--- src/hw/memory_map_pkg.sv ---
package memory_map_pkg;
  // Bus widths
  localparam int ADDR_W = 16;
  localparam int DATA_W = 8;

  // Register addresses in data space
  localparam logic [15:0] ADDR_FLASH_CTRL    = 16'h0fd0;
  localparam logic [15:0] ADDR_FLASH_COMMIT  = 16'h0fd1;
  localparam logic [15:0] ADDR_FLASH_MONITOR = 16'h0fd2;
  localparam logic [15:0] ADDR_REMAP_SELECT  = 16'h0fde;
  localparam logic [15:0] ADDR_REMAP_COMMIT  = 16'h0fdf;

  // Commit codes
  localparam logic [7:0] CODE_REMAP      = 8'hd4;
  localparam logic [7:0] CODE_RESET_DIS  = 8'hb2;
  localparam logic [7:0] CODE_FAULT_CLR  = 8'h71;
  localparam logic [7:0] CODE_FLASH      = 8'hd5;

  // Remap select field positions
  localparam int BIT_RESET_DIS = 0;
  localparam int BIT_CODE_RAM  = 1;
  localparam int BIT_VECTOR    = 2;
  // Flash control field position
  localparam int BIT_BOOT_ROM  = 4;

  // Reset values
  localparam logic [2:0] REMAP_RESET = 3'h0;
  localparam logic [7:0] FLASH_RESET = 8'h40;

  // Address windows
  localparam logic [15:0] RAM_LO      = 16'h0040;
  localparam logic [15:0] RAM_HI      = 16'h083f;
  localparam logic [15:0] BOOT_LO     = 16'h1000;
  localparam logic [15:0] BOOT_HI     = 16'h17ff;
  localparam logic [15:0] FLASH_LO    = 16'hc000;
  localparam logic [15:0] FLASH_HI    = 16'hffff;
  localparam logic [15:0] SFR1_LO     = 16'h0000;
  localparam logic [15:0] SFR1_HI     = 16'h003f;
  localparam logic [15:0] SFR2_LO     = 16'h0f00;
  localparam logic [15:0] SFR2_HI     = 16'h0fff;
  localparam logic [15:0] SFR3_LO     = 16'h0e40;
  localparam logic [15:0] SFR3_HI     = 16'h0eff;
  localparam logic [15:0] VCALL_LO    = 16'hffa0;
  localparam logic [15:0] VCALL_HI    = 16'hffbf;
  localparam logic [15:0] VINT_LO     = 16'hffcc;
  localparam logic [15:0] VINT_HI     = 16'hfffd;
  localparam logic [15:0] VCALL_RLO   = 16'h01a0;
  localparam logic [15:0] VINT_RLO    = 16'h01cc;

  // Fixed read values
  localparam logic [7:0] SWI_OPCODE = 8'hff;
  localparam logic [7:0] UNMAPPED   = 8'hff;

  // Memory targets of a decoded access
  typedef enum logic [2:0] {
    TGT_NONE,
    TGT_RAM,
    TGT_BOOT,
    TGT_FLASH,
    TGT_SFR,
    TGT_SWI
  } target_type;
endpackage

--- src/hw/vector_relocate.sv ---
// Maps a default vector address into its RAM image when relocation is active
module vector_relocate (
  // Fetch address and control
  input  wire logic [15:0] i_addr,
  input  wire logic        i_relocate,
  // Result
  output logic      [15:0] o_addr,
  output logic             o_hit
);
  // Window membership
  wire in_call = (i_addr >= memory_map_pkg::VCALL_LO) && (i_addr <= memory_map_pkg::VCALL_HI);
  // Reset vector at the top word is excluded, it never moves
  wire in_int  = (i_addr >= memory_map_pkg::VINT_LO) && (i_addr <= memory_map_pkg::VINT_HI);
  // Offsets inside each table keep their position
  wire [15:0] call_off = i_addr - memory_map_pkg::VCALL_LO;
  wire [15:0] int_off  = i_addr - memory_map_pkg::VINT_LO;

  assign o_hit  = i_relocate && (in_call || in_int);
  assign o_addr = !o_hit ? i_addr :
                  in_call ? memory_map_pkg::VCALL_RLO + call_off :
                            memory_map_pkg::VINT_RLO + int_off;
endmodule // vector_relocate

--- src/hw/memory_map_remap_control.sv ---
// Function
// - RAM decoded in data space after reset
// - Committed code RAM select maps RAM into code
// - Vector select moves vector tables into RAM
// - Reset vector never relocated
// - Serial PROM mode forces RAM into code
// - Unmapped code RAM fetch returns SOFTWARE_INTERRUPT_OPCODE opcode
// - Code 0xD4 commits RAM and vector selects
// - 0xB2 reset-disable, 0x71 fault-clear, others ignored
// - Commit register write-only, reads give status
// - Status shows committed selects, not pending
// - Upper five bits of select/status read zero
// - Boot ROM unmapped after reset
// - Committed boot select maps ROM both spaces
// - Flash control double-buffered, monitor shows shadow
// - Only first 2 KB boot ROM outside PROM
// - Unmapped boot code fetch: flash or SOFTWARE_INTERRUPT_OPCODE
// - Flash decoded at 0xC000-0xFFFF in code
// - Three SPECIAL_FUNCTION_REGION regions decoded in data space
// - Unmapped boot data reads give 0xFF

// Overview
// The block steers two separate 64 KB spaces, one for instruction fetch
// and one for operand access. It does not hold any memory itself: it only
// names the target of each address and, for fetches, the physical address
// after vector relocation. The memories sit outside and follow the target.
//
// Double buffering
// Software writes land in pending copies first. Nothing steers the decoder
// until a commit code arrives, so a half-written setup can never redirect
// a fetch that is already under way. The price is one extra store per
// change, which software has to remember.
//
// Commit codes
// One commit address serves three separate codes. Each code applies only
// its own pending field, so the reset-disable bit and the remap bits can
// be staged together yet released apart. Any other byte is dropped silently.
//
// Read back
// Reads of the commit address return the committed state, never the byte
// that was stored there. A read-modify-write on that address would thus
// store the status back as a code, which is why software must avoid it.
//
// Timing
// Decode is purely combinational so that a fetch is steered in the cycle
// in which its address appears. Register reads are registered and arrive
// one cycle after the address.
//
// Limitations
// The gear-clock condition for the reset-disable and fault-clear codes is
// not checked here; a code written at another gear setting still applies.
// The serial PROM strap is sampled as a plain level, with no filtering.
module memory_map_remap_control #(
  parameter bit FLASH_COVERS_BOOT = 1'b0  // Large flash reaches down into the boot window for code fetches only
) (
  // Clock and reset
  input  wire logic        i_clk,
  input  wire logic        i_resetn,
  // Mode straps
  input  wire logic        i_serial_prom_mode,
  // Code space fetch
  input  wire logic [15:0] i_code_addr,
  output logic      [2:0]  o_code_target,
  output logic      [15:0] o_code_phys_addr,
  output logic             o_code_force_swi,
  // Data space access
  input  wire logic [15:0] i_data_addr,
  input  wire logic        i_data_rd,
  input  wire logic        i_data_wr,
  input  wire logic [7:0]  i_data_wdata,
  output logic      [2:0]  o_data_target,
  output logic             o_data_force_ff,
  output logic             o_reg_hit,
  output logic      [7:0]  o_reg_rdata,
  // Committed controls to other blocks
  output logic             o_reset_disable,
  output logic             o_fault_clear_pulse,
  output logic      [7:0]  o_flash_control
);
  // Pending remap select bits, written directly by software
  logic [2:0] remap_pending;
  // Committed remap bits; the RAM and vector bits steer the decoder
  logic       code_ram_active_flag;
  logic       vector_relocate_active_flag;
  logic       reset_disable;
  // Flash control written copy and active shadow
  logic [7:0] flash_control;
  logic [7:0] flash_shadow_monitor;
  // One-cycle strobe of the fault-clear commit
  logic       fault_clear_pulse;

  // Register write decode
  // Writes are taken on the edge at which the store is presented; a store
  // held for several cycles would simply be taken again with the same effect.
  wire wr_remap_sel  = i_data_wr && (i_data_addr == memory_map_pkg::ADDR_REMAP_SELECT);
  wire wr_remap_cmt  = i_data_wr && (i_data_addr == memory_map_pkg::ADDR_REMAP_COMMIT);
  wire wr_flash_ctl  = i_data_wr && (i_data_addr == memory_map_pkg::ADDR_FLASH_CTRL);
  wire wr_flash_cmt  = i_data_wr && (i_data_addr == memory_map_pkg::ADDR_FLASH_COMMIT);
  // Commit code matches
  wire cmt_remap     = wr_remap_cmt && (i_data_wdata == memory_map_pkg::CODE_REMAP);
  wire cmt_reset_dis = wr_remap_cmt && (i_data_wdata == memory_map_pkg::CODE_RESET_DIS);
  wire cmt_fault_clr = wr_remap_cmt && (i_data_wdata == memory_map_pkg::CODE_FAULT_CLR);
  wire cmt_flash     = wr_flash_cmt && (i_data_wdata == memory_map_pkg::CODE_FLASH);

  // Pending select register, only the three low bits are stored
  // The upper bits are not kept at all, so they read back as zero for free
  always_ff @(posedge i_clk or negedge i_resetn) begin
    if (!i_resetn) begin
      remap_pending <= memory_map_pkg::REMAP_RESET;
    end else if (wr_remap_sel) begin
      remap_pending <= i_data_wdata[2:0];
    end
  end

  // Committed RAM and vector selects change only on the 0xD4 code
  // Both bits move on the same edge, so the RAM window and the relocated
  // vectors never appear out of step with each other
  always_ff @(posedge i_clk or negedge i_resetn) begin
    if (!i_resetn) begin
      code_ram_active_flag        <= 1'b0;
      vector_relocate_active_flag <= 1'b0;
    end else if (cmt_remap) begin
      code_ram_active_flag        <= remap_pending[memory_map_pkg::BIT_CODE_RAM];
      vector_relocate_active_flag <= remap_pending[memory_map_pkg::BIT_VECTOR];
    end
  end

  // Reset-disable applies on 0xB2; fault clear is a strobe on 0x71
  // The strobe lasts one cycle for each cycle the code is held; the status block it feeds clears
  // its fault flag on that cycle and needs no acknowledge back
  always_ff @(posedge i_clk or negedge i_resetn) begin
    if (!i_resetn) begin
      reset_disable     <= 1'b0;
      fault_clear_pulse <= 1'b0;
    end else begin
      if (cmt_reset_dis) begin
        reset_disable <= remap_pending[memory_map_pkg::BIT_RESET_DIS];
      end
      fault_clear_pulse <= cmt_fault_clr;
    end
  end

  // Flash control written copy
  always_ff @(posedge i_clk or negedge i_resetn) begin
    if (!i_resetn) begin
      flash_control <= memory_map_pkg::FLASH_RESET;
    end else if (wr_flash_ctl) begin
      flash_control <= i_data_wdata;
    end
  end

  // Active shadow loads only on the 0xD5 code; boot ROM stays off after reset
  // A store to the written copy alone never moves the boot window, so
  // software may prepare the copy while running from the boot ROM
  always_ff @(posedge i_clk or negedge i_resetn) begin
    if (!i_resetn) begin
      flash_shadow_monitor <= memory_map_pkg::FLASH_RESET;
    end else if (cmt_flash) begin
      flash_shadow_monitor <= flash_control;
    end
  end

  // Effective mapping controls
  wire boot_rom_select = flash_shadow_monitor[memory_map_pkg::BIT_BOOT_ROM];
  // Serial PROM mode overrides the software select
  wire ram_in_code     = code_ram_active_flag || i_serial_prom_mode;

  // Address window test, shared by both spaces
  function automatic logic in_range(input logic [15:0] a, input logic [15:0] lo, input logic [15:0] hi);
    in_range = (a >= lo) && (a <= hi);
  endfunction

  // Vector relocation of the fetch address
  logic [15:0] code_vec_addr;
  logic        code_vec_hit;
  vector_relocate u_vector_relocate (
    .i_addr     (i_code_addr),
    .i_relocate (vector_relocate_active_flag),
    .o_addr     (code_vec_addr),
    .o_hit      (code_vec_hit)
  );

  // Code space windows
  wire c_ram   = in_range(i_code_addr, memory_map_pkg::RAM_LO, memory_map_pkg::RAM_HI);
  // Boot window is 2 KB; outside PROM mode nothing beyond is visible
  wire c_boot  = in_range(i_code_addr, memory_map_pkg::BOOT_LO, memory_map_pkg::BOOT_HI);
  wire c_flash = in_range(i_code_addr, memory_map_pkg::FLASH_LO, memory_map_pkg::FLASH_HI);

  // Code decode in priority order; remapped windows first
  // Relocated vectors are tested before anything else because their
  // default addresses lie inside the flash window
  // The RAM window comes next; it never overlaps the boot or flash windows
  // Addresses outside every window get no target; the core sees no memory
  logic [2:0] next_code_target;
  always_comb begin
    if (code_vec_hit) begin
      next_code_target = 3'(memory_map_pkg::TGT_RAM);
    end else if (c_ram) begin
      // Unmapped RAM window answers with the trap opcode
      next_code_target = ram_in_code ? 3'(memory_map_pkg::TGT_RAM) : 3'(memory_map_pkg::TGT_SWI);
    end else if (c_boot) begin
      if (boot_rom_select) begin
        next_code_target = 3'(memory_map_pkg::TGT_BOOT);
      end else begin
        // Small flash parts have nothing behind this window
        next_code_target = FLASH_COVERS_BOOT ? 3'(memory_map_pkg::TGT_FLASH) : 3'(memory_map_pkg::TGT_SWI);
      end
    end else if (c_flash) begin
      next_code_target = 3'(memory_map_pkg::TGT_FLASH);
    end else begin
      next_code_target = 3'(memory_map_pkg::TGT_NONE);
    end
  end

  assign o_code_target    = next_code_target;
  assign o_code_phys_addr = code_vec_addr;
  assign o_code_force_swi = (next_code_target == 3'(memory_map_pkg::TGT_SWI));

  // Data space windows
  wire d_sfr  = in_range(i_data_addr, memory_map_pkg::SFR1_LO, memory_map_pkg::SFR1_HI) ||
                in_range(i_data_addr, memory_map_pkg::SFR2_LO, memory_map_pkg::SFR2_HI) ||
                in_range(i_data_addr, memory_map_pkg::SFR3_LO, memory_map_pkg::SFR3_HI);
  wire d_ram   = in_range(i_data_addr, memory_map_pkg::RAM_LO, memory_map_pkg::RAM_HI);
  wire d_boot  = in_range(i_data_addr, memory_map_pkg::BOOT_LO, memory_map_pkg::BOOT_HI);
  wire d_flash = in_range(i_data_addr, memory_map_pkg::FLASH_LO, memory_map_pkg::FLASH_HI);

  // Data decode; reads of an unmapped boot window give all ones
  // Register regions come first so that a register address is never taken
  // for memory; the regions do not overlap RAM, so the order is only a guard
  // Vector relocation has no meaning here: it concerns fetches only
  logic [2:0] next_data_target;
  always_comb begin
    if (d_sfr) begin
      next_data_target = 3'(memory_map_pkg::TGT_SFR);
    end else if (d_ram) begin
      next_data_target = 3'(memory_map_pkg::TGT_RAM);
    end else if (d_boot) begin
      next_data_target = boot_rom_select ? 3'(memory_map_pkg::TGT_BOOT) : 3'(memory_map_pkg::TGT_NONE);
    end else if (d_flash) begin
      next_data_target = 3'(memory_map_pkg::TGT_FLASH);
    end else begin
      next_data_target = 3'(memory_map_pkg::TGT_NONE);
    end
  end

  assign o_data_target   = next_data_target;
  assign o_data_force_ff = i_data_rd && d_boot && !boot_rom_select;

  // Register read mux; commit address reads back status
  wire [7:0] remap_status = {5'h00, vector_relocate_active_flag, code_ram_active_flag, reset_disable};
  wire [7:0] remap_select = {5'h00, remap_pending};
  assign o_reg_hit = (i_data_addr == memory_map_pkg::ADDR_REMAP_SELECT) ||
                     (i_data_addr == memory_map_pkg::ADDR_REMAP_COMMIT) ||
                     (i_data_addr == memory_map_pkg::ADDR_FLASH_CTRL)   ||
                     (i_data_addr == memory_map_pkg::ADDR_FLASH_COMMIT) ||
                     (i_data_addr == memory_map_pkg::ADDR_FLASH_MONITOR);
  // Read data is registered; flash commit is write-only and reads as all ones
  // The mux follows the address every cycle, so read data is valid one cycle
  // after the address whether or not a read strobe was given
  always_ff @(posedge i_clk or negedge i_resetn) begin
    if (!i_resetn) begin
      o_reg_rdata <= 8'h00;
    end else begin
      unique case (i_data_addr)
        memory_map_pkg::ADDR_REMAP_SELECT:  o_reg_rdata <= remap_select;
        memory_map_pkg::ADDR_REMAP_COMMIT:  o_reg_rdata <= remap_status;
        memory_map_pkg::ADDR_FLASH_CTRL:    o_reg_rdata <= flash_control;
        memory_map_pkg::ADDR_FLASH_MONITOR: o_reg_rdata <= flash_shadow_monitor;
        default:                            o_reg_rdata <= memory_map_pkg::UNMAPPED;
      endcase
    end
  end

  // Committed controls; the gear-clock timing of 0xB2/0x71 is software's duty
  // All three come straight from flip-flops, so the blocks that use them see
  // no glitches from the address decode
  assign o_reset_disable     = reset_disable;
  assign o_fault_clear_pulse = fault_clear_pulse;
  assign o_flash_control     = flash_shadow_monitor;
endmodule // memory_map_remap_control

--- config.mk ---
export PLATFORM = sky130hd
export DESIGN_NAME = memory_map_remap_control
export DESIGN_NICKNAME = d
export VERILOG_FILES = /design/src/hw/memory_map_pkg.sv /design/src/hw/vector_relocate.sv /design/src/hw/memory_map_remap_control.sv
export SDC_FILE = /design/constraint.sdc
export NUM_CORES = 1
export LEC_CHECK = 0
export ABC_AREA = 1
export ABC_CLOCK_PERIOD_IN_PS = 1800
export BUFFER_PORTS_ARGS = -buffer_cell sky130_fd_sc_hd__clkbuf_2
export CAP_MARGIN = 20
export CORE_MARGIN = 3
export CORE_UTILIZATION = 52
export CTS_CLUSTER_SIZE = 14
export DETAILED_ROUTE_END_ITERATION = 6
export PLACE_DENSITY = 0.86
export SKIP_CTS_REPAIR_TIMING = 1
export SYNTH_ARGS = -nofsm -noshare
export SYNTH_HDL_FRONTEND = slang
export SYNTH_SLANG_ARGS = --single-unit
--- constraint.sdc ---
create_clock -name i_clk -period 1.8 [get_ports i_clk]
set_input_delay 0.18 -clock i_clk [delete_from_list [all_inputs] [get_ports i_clk]]
set_output_delay 0.18 -clock i_clk [all_outputs]
set_load 0.05 [all_outputs]
==> results.md, run 1 <==
Worst setup path:
- Counting stages on the worst path, the most repeated cell is sky130_fd_sc_hd__o21ai_0.
- The data arrival at the endpoint of the critical path is 1.51 ns.
- The worst path buffer plus inverter count is 2.
- The signal on the critical path passes through o21ai_0 -> o21ai_0 -> inv_1 -> clkbuf_2.
- The largest individual stage delay along the critical path comes from the cell sky130_fd_sc_hd__dfrtp_1.
- The nature of the critical path endpoint is an output pin.
- The delay of the slowest critical-path stage is 0.45 ns.
- For the worst setup path, the data required time is 1.62 ns.
- The critical path launch point type is a register.
- The top fanout value on the critical path is 6.
- Grouping stages by cell kind, the critical path spends the most delay in flip-flops.
- The critical path is of the reg2out type.

Timing:
- The final count of hold timing violations is 29.
- The smallest clock period supported by the final layout is computed as 1.69 ns.
- For the pin with the worst max-slew slack, the measured transition is 0.746 ns.
- Setup repair after global routing left no endpoint under its margin.
- On the final layout, the worst hold slack is -0.0413 ns.
- The normalized max-slew margin is 0.503.
- The number of slew-limit violations in the final report came to 0.
- Setup violations remaining at the end of the flow were counted as 0.
- The post-route fraction of the period consumed by the critical path is 0.937.
- Setup total negative slack on the finished layout was measured at 0 ns.
- Static timing analysis puts the maximum clock frequency at 593 MHz.
- Across the routed clock network, the largest skew measured is 0.00321 ns.

Global routing:
- The initial antenna violation count was 0.
- The first global-routing pass estimated 7.47 mm of wire.
- The largest net degree at the start of global routing is 32.
- In the global route stage, overall resource usage came out at 0.211.
- The number of global-route vias before repair is 1805.
- Summed over all layers, the global routing overflow is 0.

Clock tree:
- The clock tree from TritonCTS is yes.
- The H-tree was split into 2 levels.
- The maximum buffer depth of the clock tree is 2.
- The number of buffers created by CTS is 5.
- After clock tree synthesis, the clock-pin slew on the worst setup and hold paths is 0.06 ns.
- The buffer type at the clock tree root is sky130_fd_sc_hd__clkbuf_8.
- At the later pin of the worst-skew pair, clock insertion delay measures 0.28 ns.
- The clock sink count is 31.

Route:
- The first detailed-routing pass took 4 iterations.
- For this block, the routed nets add up to 4.67 mm of wire.
- After detailed routing, the number of vias per cell comes to 5.04.
- The detailed router finished its first iteration with 62 violations.
- In the routed design, unresolved DRC markers number 0.
- The final antenna-violating net count is 0.
- The via count is 2056.
- The average wire per cell in the routed design is 11.4 µm.

Floorplan:
- The effective utilization at floorplan is 0.548.
- In this run the horizontal extent of the chip is 68.8 µm.
- The number of cell rows is 22.
- The die covers 4740 µm².
- For this design the top-level I/O count stands at 88.
- The height of the die is 68.8 µm.
- The total core area is 3740 µm².

Place:
- Routability-driven placement finished with a final weighted congestion of 0.888.
- The quantity of I/O buffers inserted on ports is 85.
- The detailed placement HPWL is 3.87 mm.

Finish:
- The net count of the finished layout is 406.
- The number of filler instances in the final layout is 355.
- The area growth from synthesis to layout is 23.0%.
- The final cell utilization of the core is 0.674.
- The number of antenna diodes in the final layout is 0.
- In the final layout, the share of cells above drive strength 1 is 0.356.

Power:
- In this run the power density over the cells is 582 nW/µm².
- The maximum VDD drop is 0.343 mV.
- The leakage power is 0.00131 µW.

Logic synthesis:
- The sequential area share after synthesis is 0.379.
- After synthesis the netlist holds a flip-flop and latch count of 31.
- Yosys mapped a number of flops with a built-in enable equal to 0.
- The average instance in the mapped netlist occupies 7.36 µm².
- The count of distinct cell types in the synthesized netlist is 26.
- The async set-reset flop share out of synthesis is 1.00.
- The number of nets in the synthesized netlist is 326.
- The most instantiated flip-flop cell in the synthesis netlist is sky130_fd_sc_hd__dfrtp_1.
- During synthesis, Yosys emitted a total of 0 warnings.
- The synthesized netlist occupies a cell area of 2050 µm².
- The synthesized netlist cell count is 279.

Outcome:
- The flow ran to the end, but the final reports show violations.
- The final reports fail on hold timing.

Flow run:
- The number of violations of the max-capacitance limit is 0.

Worst hold path:
- The path class of the lowest-slack min-delay path is in2async.
==> path summary, 6_finish.rpt <==
check	end	startpoint	slack, ns	cells after the start
worst max-delay path	o_code_target[2]	o_flash_control[4]	0.11	4
min in group i_clk	flash_control[6]	i_data_wdata[6]	0.16	3
worst min-delay path	o_reg_rdata[3]	i_resetn	-0.04	1
max in group asynchronous	flash_control[7]	i_resetn	1.36	1
worst max register to register	o_reg_rdata[0]	o_reset_disable	0.94	4
worst min register to register	o_flash_control[6]	o_flash_control[6]	0.49	2
==> where the power goes <==
part	internal [µW]	switching, µW
sequential	698	0.0702
combinational	74.2	197
clock	270	230
==> cells by family (layout without fill, tap and decap cells) <==
kind of cell	Yosys count	in the layout	synth area share
AND/OR/NAND/NOR	157	157	0.373
buffers and inverters	59	140	0.141
flip-flops	31	31	0.379
AO/OA/AOI/OAI	30	30	0.0951
adder cells (fa/ha/maj)	2	2	0.0122
==> cells in the final DEF (no fill, tap or decap) <==
master	n
sky130_fd_sc_hd__nand3b_1	1
sky130_fd_sc_hd__nand4_1	11
sky130_fd_sc_hd__o21ai_2	11
sky130_fd_sc_hd__clkbuf_1	2
sky130_fd_sc_hd__dfstp_2	2
sky130_fd_sc_hd__o21ai_0	7
sky130_fd_sc_hd__nand2_1	60
sky130_fd_sc_hd__inv_2	2
sky130_fd_sc_hd__nor3_4	1
sky130_fd_sc_hd__nand3_1	26
sky130_fd_sc_hd__inv_1	42
sky130_fd_sc_hd__clkinv_2	1
sky130_fd_sc_hd__o22ai_1	1
sky130_fd_sc_hd__nand2_2	5
sky130_fd_sc_hd__o211ai_1	1
sky130_fd_sc_hd__nor2_1	35
sky130_fd_sc_hd__nor2_2	4
sky130_fd_sc_hd__ha_1	2
sky130_fd_sc_hd__a21oi_1	6
sky130_fd_sc_hd__nor2_4	3
sky130_fd_sc_hd__nand3_2	2
sky130_fd_sc_hd__clkbuf_2	84
sky130_fd_sc_hd__nand4_2	2
sky130_fd_sc_hd__o21ai_1	3
sky130_fd_sc_hd__nand4_4	1
sky130_fd_sc_hd__dfrtp_1	29
sky130_fd_sc_hd__buf_4	4
sky130_fd_sc_hd__a21oi_2	1
sky130_fd_sc_hd__nor3_1	6
sky130_fd_sc_hd__clkbuf_8	5
==> synthesized netlist by cell type (3+ instances only) <==
| master | n | area share |
|---|---|---|
| sky130_fd_sc_hd__buf_6 | 3 | 0.016 |
| sky130_fd_sc_hd__nor2_1 | 35 | 0.064 |
| sky130_fd_sc_hd__nor2_4 | 3 | 0.016 |
| sky130_fd_sc_hd__dfrtp_1 | 29 | 0.35 |
| sky130_fd_sc_hd__nand3_1 | 26 | 0.063 |
| sky130_fd_sc_hd__o21ai_2 | 11 | 0.047 |
| sky130_fd_sc_hd__inv_1 | 42 | 0.077 |
| sky130_fd_sc_hd__a21oi_1 | 7 | 0.017 |
| sky130_fd_sc_hd__nand2_2 | 5 | 0.015 |
| sky130_fd_sc_hd__nor3_1 | 6 | 0.015 |
| sky130_fd_sc_hd__o21ai_1 | 3 | 0.0073 |
| sky130_fd_sc_hd__buf_4 | 12 | 0.044 |
| sky130_fd_sc_hd__nand2_1 | 60 | 0.11 |
| sky130_fd_sc_hd__nor2_2 | 4 | 0.012 |
| sky130_fd_sc_hd__o21ai_0 | 7 | 0.017 |
| sky130_fd_sc_hd__nand4_1 | 11 | 0.034 |
==> sequential cells by signal, indices dropped and copies added (netlist names) <==
register                     flops
flash_control                    8
remap_pending                    3
o_flash_control                  8
o_reg_rdata                      8
o_reset_disable                  1
code_ram_active_flag             1
o_fault_clear_pulse              1
vector_relocate_active_flag      1
==> routing by layer <==
metal,routed length (µm),vias to the layer above,part of all wire,track usage
met4,51,0,0.011,0.0633
met3,326,7,0.070,0.0502
met5,0,-,0,0
met2,2360,68,0.50,0.367
li1,-,1051,-,-
met1,1940,930,0.41,0.258
==> area by class of cell <==
cell class / instances / area, µm² / area share
clock inverter: 1 / 5.00 / 0.00198
sequential: 31 / 778 / 0.308
timing repair buffer: 88 / 450 / 0.178
clock buffer: 7 / 76.3 / 0.0302
inverter: 44 / 165 / 0.0654
multi-input combinational: 189 / 990 / 0.392
tap: 48 / 60.1 / 0.0238
==> stage by stage <==
step           setup slack (ns)  cells  power (µW)  hold WS, ns  cell area [µm²]
6_report                  0.113    408        1470      -0.0413             2520
5_1_grt                 0.00158    408        1530       0.0100             2520
4_1_cts                  0.0452    408        1480      -0.0230             2520
3_5_place_dp              0.291    400         982        0.275             2440
3_3_place_gp              0.315    400         977        0.274             2440
2_1_floorplan            0.0429    279         891       -0.116             2060
(Power assumes the default switching activity.)
==> run 2, diff against run 1 <==
Settings changed: CORE_ASPECT_RATIO set to 0.6, SYNTH_HIERARCHICAL set to 1.
==> results.md, run 2 <==
Outcome:
- Result of the run: finished, violations left (unchanged).
- Failing checks: hold timing (unchanged).

Timing:
- The upper clock frequency limit came to 586 MHz (was 593 MHz).
- The total negative slack came to 0 ns (unchanged).
- The worst-case hold slack was -0.0381 ns (was -0.0413 ns).
- The setup skew after layout was 0.00219 ns (was 0.00321 ns).
- The post-route fraction of the period consumed by the critical path came to 0.949 (was 0.937).
- Unrepaired setup endpoints after global routing: false (unchanged).
- The number of endpoints failing setup at the final stage is 0 (unchanged).
- The normalized max-slew margin was 0.489 (was 0.503).
- The number of slew-limit violations in the final report is 0 (unchanged).
- The final count of hold timing violations is 29 (unchanged).
- The shortest period the worst path allows is 1.71 ns (was 1.69 ns).
- The slew at the pin closest to its max-slew limit is 0.767 ns (was 0.746 ns).

Route:
- The via count came to 2236 (was 2056).
- The detailed-router iteration count before antenna repair came to 5 (was 4).
- The average wire per cell in the routed design was 12.9 µm (was 11.4 µm).
- The final antenna-violating net count is 0 (unchanged).
- The post-route DRC violation count came to 0 (unchanged).
- The via density per instance is 5.26 (was 5.04).
- The total wirelength of the detailed-routed design is 5.50 mm (was 4.67 mm).
- The iteration-0 DRC count of the detailed router was 133 (was 62).

Worst setup path:
- The cell type of the slowest stage on the worst timing path is sky130_fd_sc_hd__dfrtp_1 (unchanged).
- The data arrival at the endpoint of the critical path is 1.53 ns (was 1.51 ns).
- The critical path launch point type was a register (unchanged).
- The worst path buffer plus inverter count came to 2 (unchanged).
- The critical path data required time is 1.62 ns (about the same).
- The nature of the critical path endpoint is an output pin (unchanged).
- CP Cell Sequence: nand4_1 -> nor2_4 -> nand3_4 -> inv_2 -> nor2_1 -> o21ai_0 -> buf_4 (was o21ai_0 -> o21ai_0 -> inv_1 -> clkbuf_2).
- The top fanout value on the critical path was 5 (was 6).
- The category of the most critical setup path was reg2out (unchanged).
- The cell family with the largest share of critical-path delay is simple AND/OR/NAND/NOR gates (was flip-flops).
- The delay of the slowest critical-path stage was 0.40 ns (was 0.45 ns).

Logic synthesis:
- The cell taking the most area after synthesis is sky130_fd_sc_hd__dfrtp_1 (unchanged).
- The synthesized netlist cell count came to 293 (was 279).
- The post-synthesis share of cell area spent on full adders, half adders and majority gates is 0.00594 (was 0.0122).
- The largest family of logic cells by synthesized area is simple AND/OR/NAND/NOR gates (unchanged).
- Synth top area cells: sky130_fd_sc_hd__dfrtp_1 34%, sky130_fd_sc_hd__nand2_1 13%, sky130_fd_sc_hd__nand3_1 8.1% (was sky130_fd_sc_hd__dfrtp_1 35%, sky130_fd_sc_hd__nand2_1 11%, sky130_fd_sc_hd__inv_1 7.7%).
- The share of Yosys cell area claimed by the top area cell type is 0.344 (was 0.353).
- The total nets after synthesis is 339 (was 326).
- The xor-xnor portion of the synthesized cell area is 0 (unchanged).
- The number of enable flip-flop cells after synthesis is 0 (unchanged).
- Top cells by count, synth: 75 x sky130_fd_sc_hd__nand2_1, 38 x sky130_fd_sc_hd__inv_1, 34 x sky130_fd_sc_hd__nand3_1, 29 x sky130_fd_sc_hd__dfrtp_1, 29 x sky130_fd_sc_hd__nor2_1 (was 60 x sky130_fd_sc_hd__nand2_1, 42 x sky130_fd_sc_hd__inv_1, 35 x sky130_fd_sc_hd__nor2_1, 29 x sky130_fd_sc_hd__dfrtp_1, 26 x sky130_fd_sc_hd__nand3_1).
- The portion of netlist area occupied by mux cells came to 0 (unchanged).
- The async set-reset flop share out of synthesis is 1.00 (unchanged).
- The count of distinct cell types in the synthesized netlist is 28 (was 26).
- The sequential area share after synthesis is 0.369 (was 0.379).
- The complex-gate fraction of the synthesized area is 0.0659 (was 0.0951).
- The area share of and/or/nand/nor cells after synthesis is 0.432 (was 0.373).
- The most instantiated flip-flop cell in the synthesis netlist was sky130_fd_sc_hd__dfrtp_1 (unchanged).
- The number of synthesized register bits is 31 (unchanged).
- The leading cell type by number of instances after synthesis is sky130_fd_sc_hd__nand2_1 (unchanged).
- The synthesized area per cell is 7.19 µm² (was 7.36 µm²).
- The cell area after synthesis was 2110 µm² (was 2050 µm²).
- The yosys synthesis warning count is 6 (was 0).

Power:
- The maximum VDD drop is 0.314 mV (was 0.343 mV).
- The power density over the cells is 585 nW/µm² (was 582 nW/µm²).
- The leakage power came to 0.00145 µW (was 0.00131 µW).

Floorplan:
- The height of the die is 55.3 µm (was 68.8 µm).
- The floorplan die area came to 4880 µm² (was 4740 µm²).
- The effective utilization at floorplan came to 0.557 (was 0.548).
- The die width was 88.2 µm (was 68.8 µm).
- The total I/O pin count is 88 (unchanged).
- The number of cell rows is 17 (was 22).
- The total core area was 3790 µm² (was 3740 µm²).

Global routing:
- The initial antenna violation count came to 0 (unchanged).
- The aggregate global-route resource usage is 0.234 (was 0.211).
- The number of global-route vias before repair is 1888 (was 1805).
- The first-pass GRT wire length is 9.05 mm (was 7.47 mm).
- The overall overflow remaining after global route was 0 (unchanged).
- The met1 usage is 0.373 (was 0.258).
- The global routing met2 resource utilization is 0.316 (was 0.367).
- The largest net degree at the start of global routing is 32 (unchanged).
- The met3 demand-to-capacity share in global routing was 0.0522 (was 0.0502).
- The most used routing layer is met1 (was met2).

Clock tree:
- The clock tree from TritonCTS was yes (unchanged).
- The maximum buffer depth of the clock tree is 2 (unchanged).
- The clock-pin slew reported for the worst setup and hold paths after clock tree synthesis came to 0.06 ns (about the same).
- The number of buffers created by CTS came to 5 (unchanged).
- The clock insertion delay at the later pin of the skew report came to 0.28 ns (about the same).
- The buffer type at the clock tree root is sky130_fd_sc_hd__clkbuf_8 (unchanged).
- The clock sink count is 31 (unchanged).
- The number of levels the H-tree was split into is 2 (unchanged).

Finish:
- The final net count is 424 (was 406).
- The final antenna diode count is 0 (unchanged).
- Most used cells in the layout excluding fill and tap cells: 84 x sky130_fd_sc_hd__clkbuf_2, 75 x sky130_fd_sc_hd__nand2_1, 38 x sky130_fd_sc_hd__inv_1 (was 84 x sky130_fd_sc_hd__clkbuf_2, 60 x sky130_fd_sc_hd__nand2_1, 42 x sky130_fd_sc_hd__inv_1).
- The design area is 2630 µm² (was 2520 µm²).
- The area growth from synthesis to final layout is 24.6% (was 23.0%).
- The number of filler instances in the final layout is 332 (was 355).
- The flip-flop and latch area is 778 µm² (unchanged).
- The most common cell after layout, fill and taps aside is sky130_fd_sc_hd__clkbuf_2 (unchanged).
- The fraction of final layout cells sized beyond drive strength 1 is 0.352 (was 0.356).
- The total area of multi-input combinational cells was 1060 µm² (was 990 µm²).

Place:
- The quantity of I/O buffers inserted on ports was 85 (unchanged).
- The final weighted congestion in routability-driven placement is 0.964 (was 0.888).
- The post-place instance area was 2530 µm² (was 2440 µm²).
- The detailed placement HPWL is 4.47 mm (was 3.87 mm).

Worst hold path:
- The path class of the lowest-slack min-delay path is in2async (unchanged).

Flow run:
- The number of violations of the max-capacitance limit is 0 (unchanged).
==> run 2: cell count changes after synthesis, moves of 4 or more <==
cell,delta
sky130_fd_sc_hd__nand2_1,+15
sky130_fd_sc_hd__nand3_1,+8
sky130_fd_sc_hd__a21oi_1,-7
sky130_fd_sc_hd__nand4_1,+6
sky130_fd_sc_hd__nor2_1,-6
sky130_fd_sc_hd__inv_1,-4
sky130_fd_sc_hd__o21ai_2,-4
==> run 2: final cells by class <==
type                       count  area share
inverter                      44      0.0629
multi-input combinational    205       0.405
timing repair buffer          91       0.180
tap                           47      0.0224
sequential                    31       0.296
clock inverter                 1     0.00191
clock buffer                   6      0.0315
==> run 2: cell families (layout without fill, tap and decap cells) <==
group / count (synthesis) / after routing
AO/OA/AOI/OAI: 22 / 22
flip-flops: 31 / 31
AND/OR/NAND/NOR: 182 / 182
adder cells (fa/ha/maj): 1 / 1
buffers and inverters: 57 / 142
==> run 2: metal layers <==
metal,share of wire,up-vias,routed length (µm)
met1,0.49,998,2700
li1,-,1114,-
met3,0.083,11,457
met4,0.013,0,70
met2,0.41,113,2270
met5,0,-,0
==> run 2: worst paths after layout <==
path                                        startpoint                  to  slack, ns  cells after the start
setup / recovery           vector_relocate_active_flag    o_code_target[0]       0.09                      7
max in group asynchronous                     i_resetn      o_reg_rdata[4]       1.36                      1
hold reg to reg                     o_flash_control[6]  o_flash_control[6]       0.49                      2
setup reg to reg           vector_relocate_active_flag      o_reg_rdata[2]       0.86                      4
hold / removal                                i_resetn  o_flash_control[2]      -0.04                      1
min in group i_clk                     i_data_wdata[6]    flash_control[6]       0.16                      3
==> run 2: where the power goes <==
part           leakage [µW]  switching, µW  internal [µW]
Combinational       0.00102            212           79.2
Sequential         0.000384         0.0798            697
Clock             0.0000470            248            299
==> run 2: metrics by stage <==
stage                     setup WS, ns  total power (µW)  instances  utilization  hold slack (ns)
after global routing            0.0274              1600        425        0.693           0.0146
after detailed placement         0.173              1000        418        0.670            0.283
after global placement           0.220               996        418        0.670            0.271
after floorplan                -0.0176               899        293            -           -0.116
final                           0.0923              1540        425        0.693          -0.0381
after CTS                      -0.0187              1540        425        0.693          -0.0206
